--- src/pkg/seq_pkg.sv ---
`default_nettype none
package seq_pkg;
    // ******************************************************************
    // Bus constants
    // ******************************************************************
    localparam logic [15:0] DUMMY_ADDR = 16'hffff;
    localparam logic [15:0] TRAP_VEC_HI = 16'hfffa;
    localparam logic [15:0] TRAP_VEC_LO = 16'hfffb;
    localparam logic [15:0] FETCH_OFS = 16'h0001;
    localparam logic [15:0] SEQ_NEXT_OFS = 16'h0002;
    localparam logic [7:0] SLEEP_ADDR_LO = 8'hff;
    // Idle levels of the irq, clear and hold pins, in that bit order
    localparam logic [2:0] PIN_IDLE = 3'h1;
    // ******************************************************************
    // Cycle counts and step numbers
    // ******************************************************************
    localparam logic [3:0] CYC_WAIT = 4'h9;
    localparam logic [3:0] CYC_TRAP = 4'hc;
    localparam logic [3:0] CYC_RET = 4'ha;
    localparam logic [3:0] CYC_DOZE = 4'h4;
    localparam logic [3:0] CYC_BRANCH = 4'h3;
    localparam logic [3:0] CYC_BSR = 4'h5;
    localparam logic [3:0] STEP_FETCH = 4'h1;
    localparam logic [3:0] STEP_DUMMY = 4'h2;
    localparam logic [3:0] STEP_PUSH0 = 4'h3;
    localparam logic [3:0] STEP_PUSH_END = 4'h9;
    localparam logic [3:0] STEP_POP_BASE = 4'h2;
    localparam logic [3:0] STEP_VEC_HI = 4'ha;
    localparam logic [3:0] STEP_VEC_LO = 4'hb;
    localparam logic [3:0] STEP_WAKE = 4'h3;
    localparam logic [3:0] STEP_BSR_END = 4'h4;
    localparam int POP_RET_HI = 5;
    // ******************************************************************
    // Types
    // ******************************************************************
    typedef enum logic [2:0] {
        halt_until_irq_instr,
        return_from_trap,
        software_trap_instr,
        doze_instr,
        rel_branch,
        branch_to_subroutine
    } instr_t;
    typedef enum logic [1:0] {st_idle, st_run, st_doze, st_hold} mode_t;
    typedef struct packed {
        logic [15:0] addr;
        logic rw;
        logic [7:0] dout;
        logic dout_oe_n;
    } bus_t;
endpackage : seq_pkg
`default_nettype wire

--- src/pin_sync.sv ---
`default_nettype none
module pin_sync #(
    parameter int W = 3,
    parameter logic [W-1:0] RST_VAL = '0
) (
    input wire logic clk,
    input wire logic srst,
    input wire logic [W-1:0] pin_async,
    output logic [W-1:0] pin_sync_out
);
    typedef struct packed {
        logic [W-1:0] s1;
        logic [W-1:0] s2;
    } sync_t;
    sync_t r_reg;
    sync_t r_next;

    // ******************************************************************
    // Two-stage synchroniser, one chain per bit
    // ******************************************************************
    genvar g;
    generate
        for (g = 0; g < W; g++) begin : g_bit
            always_comb begin
                r_next.s1[g] = pin_async[g];
                r_next.s2[g] = r_reg.s1[g];
            end
        end
    endgenerate

    always_ff @(posedge clk) begin
        if (srst) begin
            // Reset to the idle level so no false event follows reset
            r_reg <= {RST_VAL, RST_VAL};
        end else begin
            r_reg <= r_next;
        end
    end

    assign pin_sync_out = r_reg.s2;
endmodule : pin_sync
`default_nettype wire

--- src/cpu_trap_branch_sleep_sequencer.sv ---
// Function
// - Wait: fetch op+1, read FFFF, push seven bytes downward, 9 cycles.
// - Trap: 12 cycles, push, read vector FFFA/FFFB, fetch routine.
// - Return: 10 cycles, dummy FFFF, pop sp+1..sp+7, fetch return.
// - Doze: 4 cycles, park on FFFF, data floats or shows address.
// - Branch: 3 cycles, offset, dummy FFFF, target or next opcode.
// - Subroutine branch: 5 cycles, push return low then high, fetch.
// - Doze stops the CPU clock and keeps all registers.
// - Peripheral clocks keep running during doze.
// - Doze ends only on interrupt request, clear input or hold input.
// - Hold input during doze goes straight to standby.
// - Accepted interrupt wakes and sets wake_to_irq; op+1 is still fetched, as for a masked one.
// - Masked interrupt wakes and continues after the doze opcode.
// - A request disabled at its source never wakes the CPU.
// - Hold input low resets the CPU and stops all clocks.
`default_nettype none
module cpu_trap_branch_sleep_sequencer
    import seq_pkg::*;
(
    input wire logic clk,
    input wire logic srst,
    input wire logic start,
    input wire seq_pkg::instr_t instr,
    input wire logic [15:0] opcode_addr,
    input wire logic [15:0] stack_ptr,
    input wire logic [15:0] push_ret,
    input wire logic [15:0] push_index,
    input wire logic [7:0] push_acc_a,
    input wire logic [7:0] push_acc_b,
    input wire logic [7:0] push_ccr,
    input wire logic branch_taken,
    input wire logic [15:0] branch_target,
    input wire logic [7:0] rd_data,
    input wire logic muxed_bus_mode,
    input wire logic irq_masked,
    input wire logic irq_request,
    input wire logic chip_clear_input,
    input wire logic power_hold_input_n,
    output logic [15:0] addr,
    output logic rw,
    output logic [7:0] dout,
    output logic dout_oe_n,
    output logic busy,
    output logic done,
    output logic wake_to_irq,
    output logic sleeping,
    output logic standby,
    output logic cpu_reset,
    output logic cpu_clk_en,
    output logic periph_clk_en,
    output logic [15:0] trap_vector,
    output logic [55:0] popped
);
    import seq_pkg::*;

    typedef struct packed {
        mode_t mode;
        instr_t kind;
        logic [3:0] step;
        logic [15:0] op;
        logic [15:0] sp;
        bus_t bus;
        logic [7:0] vec_hi;
        logic [15:0] vec;
        logic [6:0][7:0] pop;
        logic done;
        logic to_irq;
        logic cpu_rst;
    } state_t;

    state_t r_reg;
    state_t r_next;
    logic [2:0] pins_s;
    logic irq_s;
    logic clear_s;
    logic hold_n_s;
    logic [55:0] push_bytes;

    // ******************************************************************
    // Pin synchronisers
    // ******************************************************************
    pin_sync #(.W(3), .RST_VAL(PIN_IDLE)) u_sync (
        .clk(clk),
        .srst(srst),
        .pin_async({irq_request, chip_clear_input, power_hold_input_n}),
        .pin_sync_out(pins_s)
    );
    assign irq_s = pins_s[2];
    assign clear_s = pins_s[1];
    assign hold_n_s = pins_s[0];

    assign push_bytes = {push_ccr, push_acc_b, push_acc_a, push_index[15:8],
        push_index[7:0], push_ret[15:8], push_ret[7:0]};

    // ******************************************************************
    // Decoding
    // ******************************************************************
    function automatic logic [3:0] last_step(input instr_t k);
        unique case (k)
            halt_until_irq_instr: last_step = CYC_WAIT;
            software_trap_instr: last_step = CYC_TRAP;
            return_from_trap: last_step = CYC_RET;
            doze_instr: last_step = CYC_DOZE;
            rel_branch: last_step = CYC_BRANCH;
            branch_to_subroutine: last_step = CYC_BSR;
            // Illegal codes end after the fetch instead of hanging
            default: last_step = STEP_FETCH;
        endcase
    endfunction : last_step

    function automatic bus_t bus_cycle(input instr_t k, input logic [3:0] s,
            input logic [15:0] op, input logic [15:0] sp,
            input logic [55:0] pb, input logic [7:0] hi,
            input logic [7:0] rd, input logic taken,
            input logic [15:0] target);
        bus_t b;
        logic [3:0] idx;
        b.addr = DUMMY_ADDR;
        b.rw = 1'b1;
        b.dout = 8'h00;
        b.dout_oe_n = 1'b1;
        idx = s - STEP_PUSH0;
        if (s == STEP_FETCH) begin
            b.addr = op + FETCH_OFS;
        end else if (s == STEP_DUMMY) begin
            b.addr = DUMMY_ADDR;
        end else if (((k == halt_until_irq_instr
                || k == software_trap_instr) && s <= STEP_PUSH_END)
                || (k == branch_to_subroutine && s <= STEP_BSR_END)) begin
            b.addr = sp - {12'h000, idx};
            b.rw = 1'b0;
            b.dout = pb[{idx[2:0], 3'b000} +: 8];
            b.dout_oe_n = 1'b0;
        end else begin
            unique case (k)
                software_trap_instr: begin
                    if (s == STEP_VEC_HI) begin
                        b.addr = TRAP_VEC_HI;
                    end else if (s == STEP_VEC_LO) begin
                        b.addr = TRAP_VEC_LO;
                    end else begin
                        b.addr = {hi, rd};
                    end
                end
                return_from_trap: begin
                    if (s < CYC_RET) begin
                        b.addr = sp + {12'h000, s - STEP_POP_BASE};
                    end else begin
                        b.addr = {hi, rd};
                    end
                end
                doze_instr: begin
                    b.addr = (s == STEP_WAKE) ? DUMMY_ADDR : op + FETCH_OFS;
                end
                rel_branch: begin
                    b.addr = taken ? target : op + SEQ_NEXT_OFS;
                end
                default: begin
                    b.addr = target;
                end
            endcase
        end
        return b;
    endfunction : bus_cycle

    // ******************************************************************
    // Sequencer
    // ******************************************************************
    always_comb begin
        logic [3:0] ns;
        ns = r_reg.step + 4'h1;
        r_next = r_reg;
        r_next.done = 1'b0;
        if (clear_s) begin
            r_next = '0;
            r_next.mode = st_idle;
            r_next.bus = {DUMMY_ADDR, 1'b1, 8'h00, 1'b1};
            r_next.cpu_rst = 1'b1;
        end else if (!hold_n_s) begin
            r_next.mode = st_hold;
            r_next.cpu_rst = 1'b1;
            r_next.bus = {DUMMY_ADDR, 1'b1, 8'h00, 1'b1};
        end else begin
            unique case (r_reg.mode)
                st_idle: begin
                    r_next.cpu_rst = 1'b0;
                    if (start) begin
                        r_next.mode = st_run;
                        r_next.kind = instr;
                        r_next.op = opcode_addr;
                        r_next.sp = stack_ptr;
                        r_next.to_irq = 1'b0;
                        r_next.step = STEP_FETCH;
                        r_next.bus = bus_cycle(instr, STEP_FETCH,
                            opcode_addr, stack_ptr, push_bytes, 8'h00,
                            rd_data, branch_taken, branch_target);
                    end
                end
                st_run: begin
                    if (r_reg.kind == return_from_trap
                            && r_reg.step >= STEP_PUSH0
                            && r_reg.step <= STEP_PUSH_END) begin
                        r_next.pop[r_reg.step - STEP_PUSH0] = rd_data;
                    end
                    if (r_reg.kind == software_trap_instr
                            && r_reg.step == STEP_VEC_HI) begin
                        r_next.vec_hi = rd_data;
                    end
                    if (r_reg.kind == software_trap_instr
                            && r_reg.step == STEP_VEC_LO) begin
                        r_next.vec = {r_reg.vec_hi, rd_data};
                    end
                    if (r_reg.step == last_step(r_reg.kind)) begin
                        r_next.mode = st_idle;
                        r_next.bus = {DUMMY_ADDR, 1'b1, 8'h00, 1'b1};
                    end else if (r_reg.kind == doze_instr
                            && r_reg.step == STEP_DUMMY) begin
                        r_next.mode = st_doze;
                        r_next.bus.addr = DUMMY_ADDR;
                        r_next.bus.rw = 1'b1;
                        r_next.bus.dout = SLEEP_ADDR_LO;
                        r_next.bus.dout_oe_n = !muxed_bus_mode;
                    end else begin
                        r_next.step = ns;
                        r_next.done = (ns == last_step(r_reg.kind));
                        r_next.bus = bus_cycle(r_reg.kind, ns, r_reg.op,
                            r_reg.sp, push_bytes,
                            (r_reg.kind == return_from_trap)
                                ? r_reg.pop[POP_RET_HI] : r_reg.vec_hi,
                            rd_data, branch_taken, branch_target);
                    end
                end
                st_doze: begin
                    if (irq_s) begin
                        r_next.mode = st_run;
                        r_next.to_irq = !irq_masked;
                        r_next.step = STEP_WAKE;
                        r_next.bus = {DUMMY_ADDR, 1'b1, 8'h00, 1'b1};
                    end
                end
                st_hold: begin
                    r_next.cpu_rst = 1'b1;
                end
            endcase
        end
    end

    always_ff @(posedge clk) begin
        if (srst) begin
            r_reg <= '0;
            r_reg.mode <= st_idle;
            r_reg.bus <= {DUMMY_ADDR, 1'b1, 8'h00, 1'b1};
        end else begin
            r_reg <= r_next;
        end
    end

    // ******************************************************************
    // Outputs
    // ******************************************************************
    assign addr = r_reg.bus.addr;
    assign rw = r_reg.bus.rw;
    assign dout = r_reg.bus.dout;
    assign dout_oe_n = r_reg.bus.dout_oe_n;
    assign busy = (r_reg.mode != st_idle);
    assign done = r_reg.done;
    assign wake_to_irq = r_reg.to_irq;
    assign sleeping = (r_reg.mode == st_doze);
    assign standby = (r_reg.mode == st_hold);
    assign cpu_reset = r_reg.cpu_rst;
    assign cpu_clk_en = (r_reg.mode != st_doze && r_reg.mode != st_hold);
    assign periph_clk_en = (r_reg.mode != st_hold);
    assign trap_vector = r_reg.vec;
    assign popped = r_reg.pop;

    // ******************************************************************
    // Assertions
    // ******************************************************************
    logic seq_off;
    assign seq_off = srst || clear_s || !hold_n_s;
endmodule : cpu_trap_branch_sleep_sequencer
`default_nettype wire

--- config.mk ---
export PLATFORM = sky130hd
export DESIGN_NAME = cpu_trap_branch_sleep_sequencer
export DESIGN_NICKNAME = d
export VERILOG_FILES = /design/src/pkg/seq_pkg.sv /design/src/pin_sync.sv /design/src/cpu_trap_branch_sleep_sequencer.sv
export SDC_FILE = /design/constraint.sdc
export NUM_CORES = 1
export LEC_CHECK = 0
export BUFFER_PORTS_ARGS = -buffer_cell sky130_fd_sc_hd__buf_4
export CORE_MARGIN = 2
export CORE_UTILIZATION = 56
export CTS_CLUSTER_SIZE = 14
export DETAILED_ROUTE_END_ITERATION = 10
export PLACE_DENSITY = 0.8
export SETUP_SLACK_MARGIN = 0.15
export SLEW_MARGIN = 40
export SYNTH_ARGS = -nofsm -noshare
export SYNTH_HDL_FRONTEND = slang
export SYNTH_HIERARCHICAL = 1
export SYNTH_SLANG_ARGS = --single-unit
--- constraint.sdc ---
create_clock -name clk -period 5.2 [get_ports clk]
set_clock_uncertainty 0.1 [all_clocks]
set_input_delay 1.04 -clock clk [delete_from_list [all_inputs] [get_ports clk]]
set_output_delay 1.04 -clock clk [all_outputs]
set_load 0.005 [all_outputs]
==> results of run 1 <==
## kinds of logic (layout without fill, tap and decap cells)
| family | after synthesis | after routing | share of synthesized area |
|---|---|---|---|
| and+or+nand+nor | 526 | 526 | 0.232 |
| AOI/OAI and AO/OA | 377 | 377 | 0.219 |
| buffers and inverters | 218 | 294 | 0.114 |
| DFF | 156 | 156 | 0.294 |
| xor gates and xnor gates | 71 | 71 | 0.0592 |
| muxes | 46 | 46 | 0.0529 |
| adders and majority gates | 24 | 24 | 0.0290 |
## worst min-delay path by stage
stage,from,endpoint
after floorplan,u_sync/r_next[0]$_SDFF_PP1_,u_sync/pin_sync_out[0]$_SDFF_PP1_
after global placement,u_sync/r_next[0]$_SDFF_PP1_,u_sync/pin_sync_out[0]$_SDFF_PP1_
after detailed placement,u_sync/r_next[0]$_SDFF_PP1_,u_sync/pin_sync_out[0]$_SDFF_PP1_
after CTS,u_sync/r_next[0]$_SDFF_PP1_,u_sync/pin_sync_out[0]$_SDFF_PP1_
after global routing,u_sync/r_next[0]$_SDFF_PP1_,u_sync/pin_sync_out[0]$_SDFF_PP1_
final,u_sync/r_next[0]$_SDFF_PP1_,u_sync/pin_sync_out[0]$_SDFF_PP1_
## routing by layer
layer | routed length, um | vias to the layer above
li1 | - | 5046
met1 | 14400 | 5135
met2 | 17000 | 595
met3 | 3330 | 127
met4 | 1580 | 0
met5 | 0 | -
## cell usage in the layout (no fill, tap or decap), drive strengths merged, types with 21 or more instances in the layout
master / netlist / routed
buf: 120 / 247
nand2: 231 / 231
dfxtp: 156 / 156
a21oi: 148 / 148
nor2: 85 / 85
o21ai: 81 / 81
nand3: 70 / 70
xnor2: 39 / 39
mux2i: 37 / 37
xor2: 32 / 32
nor3: 29 / 29
ha: 23 / 23
inv: 15 / 21
## power by group through the flow
stage | combinational (mW) | clock [mW] | sequential [mW]
global route | 1.03 | 1.31 | 1.35
global placement | 0.931 | 0 | 1.36
detailed placement | 0.937 | 0 | 1.36
floorplan | 0.661 | 0 | 1.31
finish | 0.967 | 1.26 | 1.34
CTS | 0.941 | 1.27 | 1.34
## critical path: stages, from the launching register on
cell	delay [ns]
dfxtp_1	0.69
ha_1	0.56
xor2_2	0.47
a21oi_1	0.13
xnor2_1	0.17
ha_1	0.23
or3_1	0.44
a21oi_1	0.45
nor3b_1	0.33
xnor2_1	0.15
o21ai_0	0.10
a2111oi_0	0.43
a21oi_1	0.11
## metrics by stage
stage	utilization	hold slack [ns]	cells	setup slack, ns	total power, mW
6_report	0.657	0.309	1728	0.724	3.56
5_1_grt	0.657	0.344	1728	0.390	3.69
4_1_cts	0.656	0.313	1728	0.824	3.55
3_5_place_dp	0.624	0.303	1696	0.845	2.30
3_3_place_gp	0.623	0.289	1696	0.912	2.29
2_1_floorplan	-	0.283	1418	0.856	1.98
## cell type report
type / instances / area, sq um / area share
clock buffers: 17 / 425 / 0.0347
clock inverters: 15 / 175 / 0.0143
inverters: 15 / 56.3 / 0.00460
multi-input cells: 1044 / 6320 / 0.516
flip-flops and latches: 156 / 3130 / 0.255
well taps: 234 / 293 / 0.0239
repair buffers: 247 / 1850 / 0.151
==> flow_metrics.tcl, run 1 <==
set metrics [dict create \
    synth-edff-count 0 \
    cts_tree "done" \
    power_frac_seq 0.376 \
    fin_crit_ns 4.48 \
    worst-setup-path-type "flip-flop to flip-flop" \
    syn-num-nets 1566 \
    fin_crit_sh 0.861 \
    antenna_found_initial 0 \
    ir_worst_vdd_mv 0.224 \
    synthTopCellsByArea "dfxtp_1, nand2_1, a21oi_1, buf_4, o21ai_0" \
    fmax_mhz 223 \
    grt_busiest_layer "met2" \
    whs_path_depth 1 \
    use_met1 0.447 \
    required_ns 5.41 \
    finalSetupViolations 0 \
    grt_max_degree 71 \
    maxCapViolCount 0 \
    crit_end "addr[14]$_SDFFE_PP1P_" \
    hpwl_um 27100 \
    syn_area_sq_um 10600 \
    switching_share 0.356 \
    worstSetupEndpointType "flip-flop" \
    synth.top_cell.area_share 0.294 \
    p_per_area_nw_per_um2 291 \
    area_growth_syn_to_layout_pct 15.2 \
    dr.pass1.iters 6 \
    crit_path_start_kind "flip-flop" \
    drtAntennaViolNets 0 \
    die_y_um 142 \
    num_rows 50 \
    rrSetupSlack_ns 0.72 \
    wire_per_inst_um 21.0 \
    drc 0 \
    r2r-start "r_reg[142]$_SDFFE_PP0P_" \
    fin_nets 1629 \
    largest_reg_flops 56 \
    cts.sinks 156 \
    cts-root-buf "clkbuf_16" \
    crit_arrival_ns 4.69 \
    synth.most_common_cell "nand2_1" \
    placed_area_sq_um 11600 \
    fillers 1706 \
    combPwrFrac 0.271 \
    postCtsSetupRepairBufs 0 \
    finalInstanceArea_sq_um 12200 \
    drive_gt1_frac 0.211 \
    numPortBuffers 229 \
    cts-resized-gates 0 \
    ys_async_sr_fraction 0 \
    r2r_cells 12 \
    overflow 0 \
    start_util 0.570 \
    cts.path.max_buffers 2 \
    synth_top_area_cell "dfxtp_1" \
    path_clk_slew_ns 0.07 \
    ios 230 \
    fp.dieArea_sq_um 20100 \
    max_slew_margin 0.399 \
    gp_congestion 1.02 \
    slew_viol_final 0 \
    numCtsBuffers 17 \
    seq_area_frac_synth 0.294 \
    grt_use_met3 0.0766 \
    grt_pass1_vias 10100 \
    via_per_inst 6.31 \
    critical_path.max_fanout 17 \
    p_leak_nw 4.88 \
    met2_usage 0.568 \
    startpoint "r_reg[142]$_SDFFE_PP0P_" \
    worstReg2RegEnd "addr[14]$_SDFFE_PP1P_" \
    cts-hold-fix-buffers 0 \
    clk_latency_ns 0.43 \
    grt_pass1_wl_um 55000 \
    yosysUniqueCellTypes 82 \
    grtUsageTotal 0.352 \
    ys_top_cells_by_count "nand2_1, dfxtp_1, a21oi_1, buf_4, nor2_1" \
    synth_area_per_cell_sq_um 7.49 \
    finalWirelength_um 36300 \
    coreArea_sq_um 18600 \
    tns_ns 0 \
    outcome "finished, final reports clean" \
    die_w_um 142 \
    finalHoldViolCount 0 \
    drt_iter0_markers 1258 \
    holdCritPathClass "flip-flop to flip-flop" \
    syn_inst 1418 \
    p_int_mw 2.29 \
    yosysWarnings 6 \
    num_antenna_cells 0 \
    worstMarginPinSlew_ns 0.898 \
    rsz0062_at_grt "no" \
    ys_ff_latch 156 \
    ctsHtreeMaxLevel 4 \
    power_switching_mw 1.27 \
    pwr-share-clk 0.353 \
    vias 10900 \
    synth_flop_cell "dfxtp_1" \
]
Note: power is estimated with default switching activity, not from simulation.
==> run 2, diff against run 1 <==
--- a/config.mk
+++ b/config.mk
@@ -7,10 +7,10 @@
 export LEC_CHECK = 0
 export BUFFER_PORTS_ARGS = -buffer_cell sky130_fd_sc_hd__buf_4
 export CORE_MARGIN = 2
-export CORE_UTILIZATION = 56
+export CORE_UTILIZATION = 60
 export CTS_CLUSTER_SIZE = 14
 export DETAILED_ROUTE_END_ITERATION = 10
-export PLACE_DENSITY = 0.8
+export PLACE_DENSITY = 0.85
 export SETUP_SLACK_MARGIN = 0.15
 export SLEW_MARGIN = 40
 export SYNTH_ARGS = -nofsm -noshare
==> constraint.sdc (replaced) <==
create_clock -name clk -period 5.15 [get_ports clk]
set_clock_uncertainty 0.1 [all_clocks]
set_input_delay 1.03 -clock clk [delete_from_list [all_inputs] [get_ports clk]]
set_output_delay 1.03 -clock clk [all_outputs]
set_load 0.005 [all_outputs]
==> flow_metrics.tcl, run 2 (synthesized netlist as in run 1, its figures left out) <==
set metrics [dict create \
    outcome "finished, final reports clean" \
    fillers 1473 \
    ctsHtreeMaxLevel 4 \
    worstReg2RegEnd "addr[14]$_SDFFE_PP1P_" \
    p_per_area_nw_per_um2 295 \
    fin_crit_ns 4.64 \
    cts-resized-gates 0 \
    switching_share 0.359 \
    clk_latency_ns 0.43 \
    r2r_cells 13 \
    fin_crit_sh 0.902 \
    path_delay_family "compound AO/OA/AOI/OAI gates" \
    numCtsBuffers 17 \
    grt_pass1_wl_um 57000 \
    r2r-start "r_reg[142]$_SDFFE_PP0P_" \
    drive_gt1_frac 0.210 \
    p_int_mw 2.32 \
    ir_worst_vdd_mv 0.224 \
    cts-hold-fix-buffers 0 \
    path_clk_slew_ns 0.07 \
    hpwl_um 27600 \
    num_rows 48 \
    rrSetupSlack_ns 0.51 \
    final_cell_mix "buf_4, nand2_1, dfxtp_1" \
    crit_slowest_cell "dfxtp_1" \
    p_leak_nw 4.89 \
    coreArea_sq_um 17300 \
    seqCellArea_sq_um 3120 \
    crit_end "addr[14]$_SDFFE_PP1P_" \
    combPwrFrac 0.272 \
    grtUsageTotal 0.395 \
    max_stage_delay_ns 0.70 \
    power_switching_mw 1.30 \
    cts.sinks 156 \
    largest_reg_flops 56 \
    dr.pass1.iters 7 \
    cts-root-buf "clkbuf_16" \
    fin_nets 1629 \
    max_slew_margin 0.446 \
    die_w_um 137 \
    overflow 0 \
    rsz0062_at_grt "no" \
    power_frac_seq 0.377 \
    critical_path.max_fanout 17 \
    numPortBuffers 229 \
    required_ns 5.35 \
    holdWs_ns 0.317 \
    grt_pass1_vias 10500 \
    drt_iter0_markers 1461 \
    cts.path.max_buffers 2 \
    utilization 0.708 \
    maxCapViolCount 0 \
    crit_chain "ha_1, xor2_2, xnor2_1, buf_4, inv_1, ha_1, a21o_1, a21oi_1, nor3b_1, xnor2_1, o21ai_0, a2111oi_0, a21oi_1" \
    worstSetupEndpointType "flip-flop" \
    finalSetupViolations 0 \
    placed_area_sq_um 11600 \
    startpoint "r_reg[142]$_SDFFE_PP0P_" \
    start_util 0.614 \
    drtAntennaViolNets 0 \
    die_y_um 137 \
    ios 230 \
    cts_tree "done" \
    area_growth_syn_to_layout_pct 15.2 \
    postCtsSetupRepairBufs 0 \
    wire_per_inst_um 21.9 \
    finalHoldViolCount 0 \
    worst-setup-path-type "flip-flop to flip-flop" \
    fmax_mhz 215 \
    antenna_found_initial 0 \
    gp_congestion 0.992 \
    fp.dieArea_sq_um 18800 \
    grt_max_degree 53 \
    crit_path_start_kind "flip-flop" \
    crit_arrival_ns 4.84 \
    slew_viol_final 0 \
    drc 0 \
    multi_input_area_sq_um 6320 \
    worstMarginPinSlew_ns 0.819 \
    pwr-share-clk 0.351 \
    via_per_inst 6.43 \
    finalInstanceArea_sq_um 12200 \
    tns_ns 0 \
    finalWirelength_um 37600 \
    cp_num_buf_inv 2 \
    layout_commonest_cell "buf_4" \
    vias 11100 \
    num_antenna_cells 0 \
    holdCritPathClass "flip-flop to flip-flop" \
    cp.depth 13 \
]
-- run 2: worst reg2reg max path: cells and delay by family (launching register included) --
kind | cells | cell delay (ns)
flops | 1 | 0.70
xor+xnor | 3 | 0.82
buf+inv | 2 | 0.29
simple gates | 1 | 0.30
fa+ha+maj | 2 | 0.90
compound gates | 5 | 1.40
-- run 2: final cells by class --
class,instances,share of cell area
timing repair buffer,247,0.152
clock inverter,15,0.0139
multi-input combinational,1044,0.516
clock buffer,17,0.0347
sequential,156,0.255
tap,225,0.0230
inverter,15,0.00460
-- run 2: how the worst min path moves through the flow --
stage | endpoint | start | depth (start not counted) | slack, ns
global placement | u_sync/pin_sync_out[0]$_SDFF_PP1_ | u_sync/r_next[0]$_SDFF_PP1_ | 1 | 0.29
finish | u_sync/pin_sync_out[0]$_SDFF_PP1_ | u_sync/r_next[0]$_SDFF_PP1_ | 1 | 0.32
floorplan | u_sync/pin_sync_out[0]$_SDFF_PP1_ | u_sync/r_next[0]$_SDFF_PP1_ | 1 | 0.28
detailed placement | u_sync/pin_sync_out[0]$_SDFF_PP1_ | u_sync/r_next[0]$_SDFF_PP1_ | 1 | 0.30
CTS | u_sync/pin_sync_out[0]$_SDFF_PP1_ | u_sync/r_next[0]$_SDFF_PP1_ | 1 | 0.32
global route | u_sync/pin_sync_out[0]$_SDFF_PP1_ | u_sync/r_next[0]$_SDFF_PP1_ | 1 | 0.34
-- run 2: layer usage --
metal,track usage,part of all wire,vias to the layer above,routed length [um]
met5,0,0,-,0
met4,0.198,0.048,0,1790
met3,0.0870,0.099,138,3720
met2,0.646,0.47,702,17700
met1,0.490,0.38,5177,14300
li1,-,-,5033,-
-- run 2: power by group through the flow --
stage               registers [mW]  logic [mW]  clock network [mW]
floorplan                     1.33       0.668                   0
global placement              1.38       0.932                   0
detailed placement            1.38       0.946                   0
CTS                           1.36       0.954                1.27
global route                  1.37        1.05                1.32
finish                        1.36       0.982                1.27
-- run 2: through the flow --
stage                     instances  setup WS (ns)  total power, mW
after global routing           1719          0.340             3.74
after floorplan                1418          0.806             2.00
final                          1719          0.505             3.61
after global placement         1686          0.828             2.32
after detailed placement       1687          0.652             2.33
after CTS                      1719          0.635             3.58
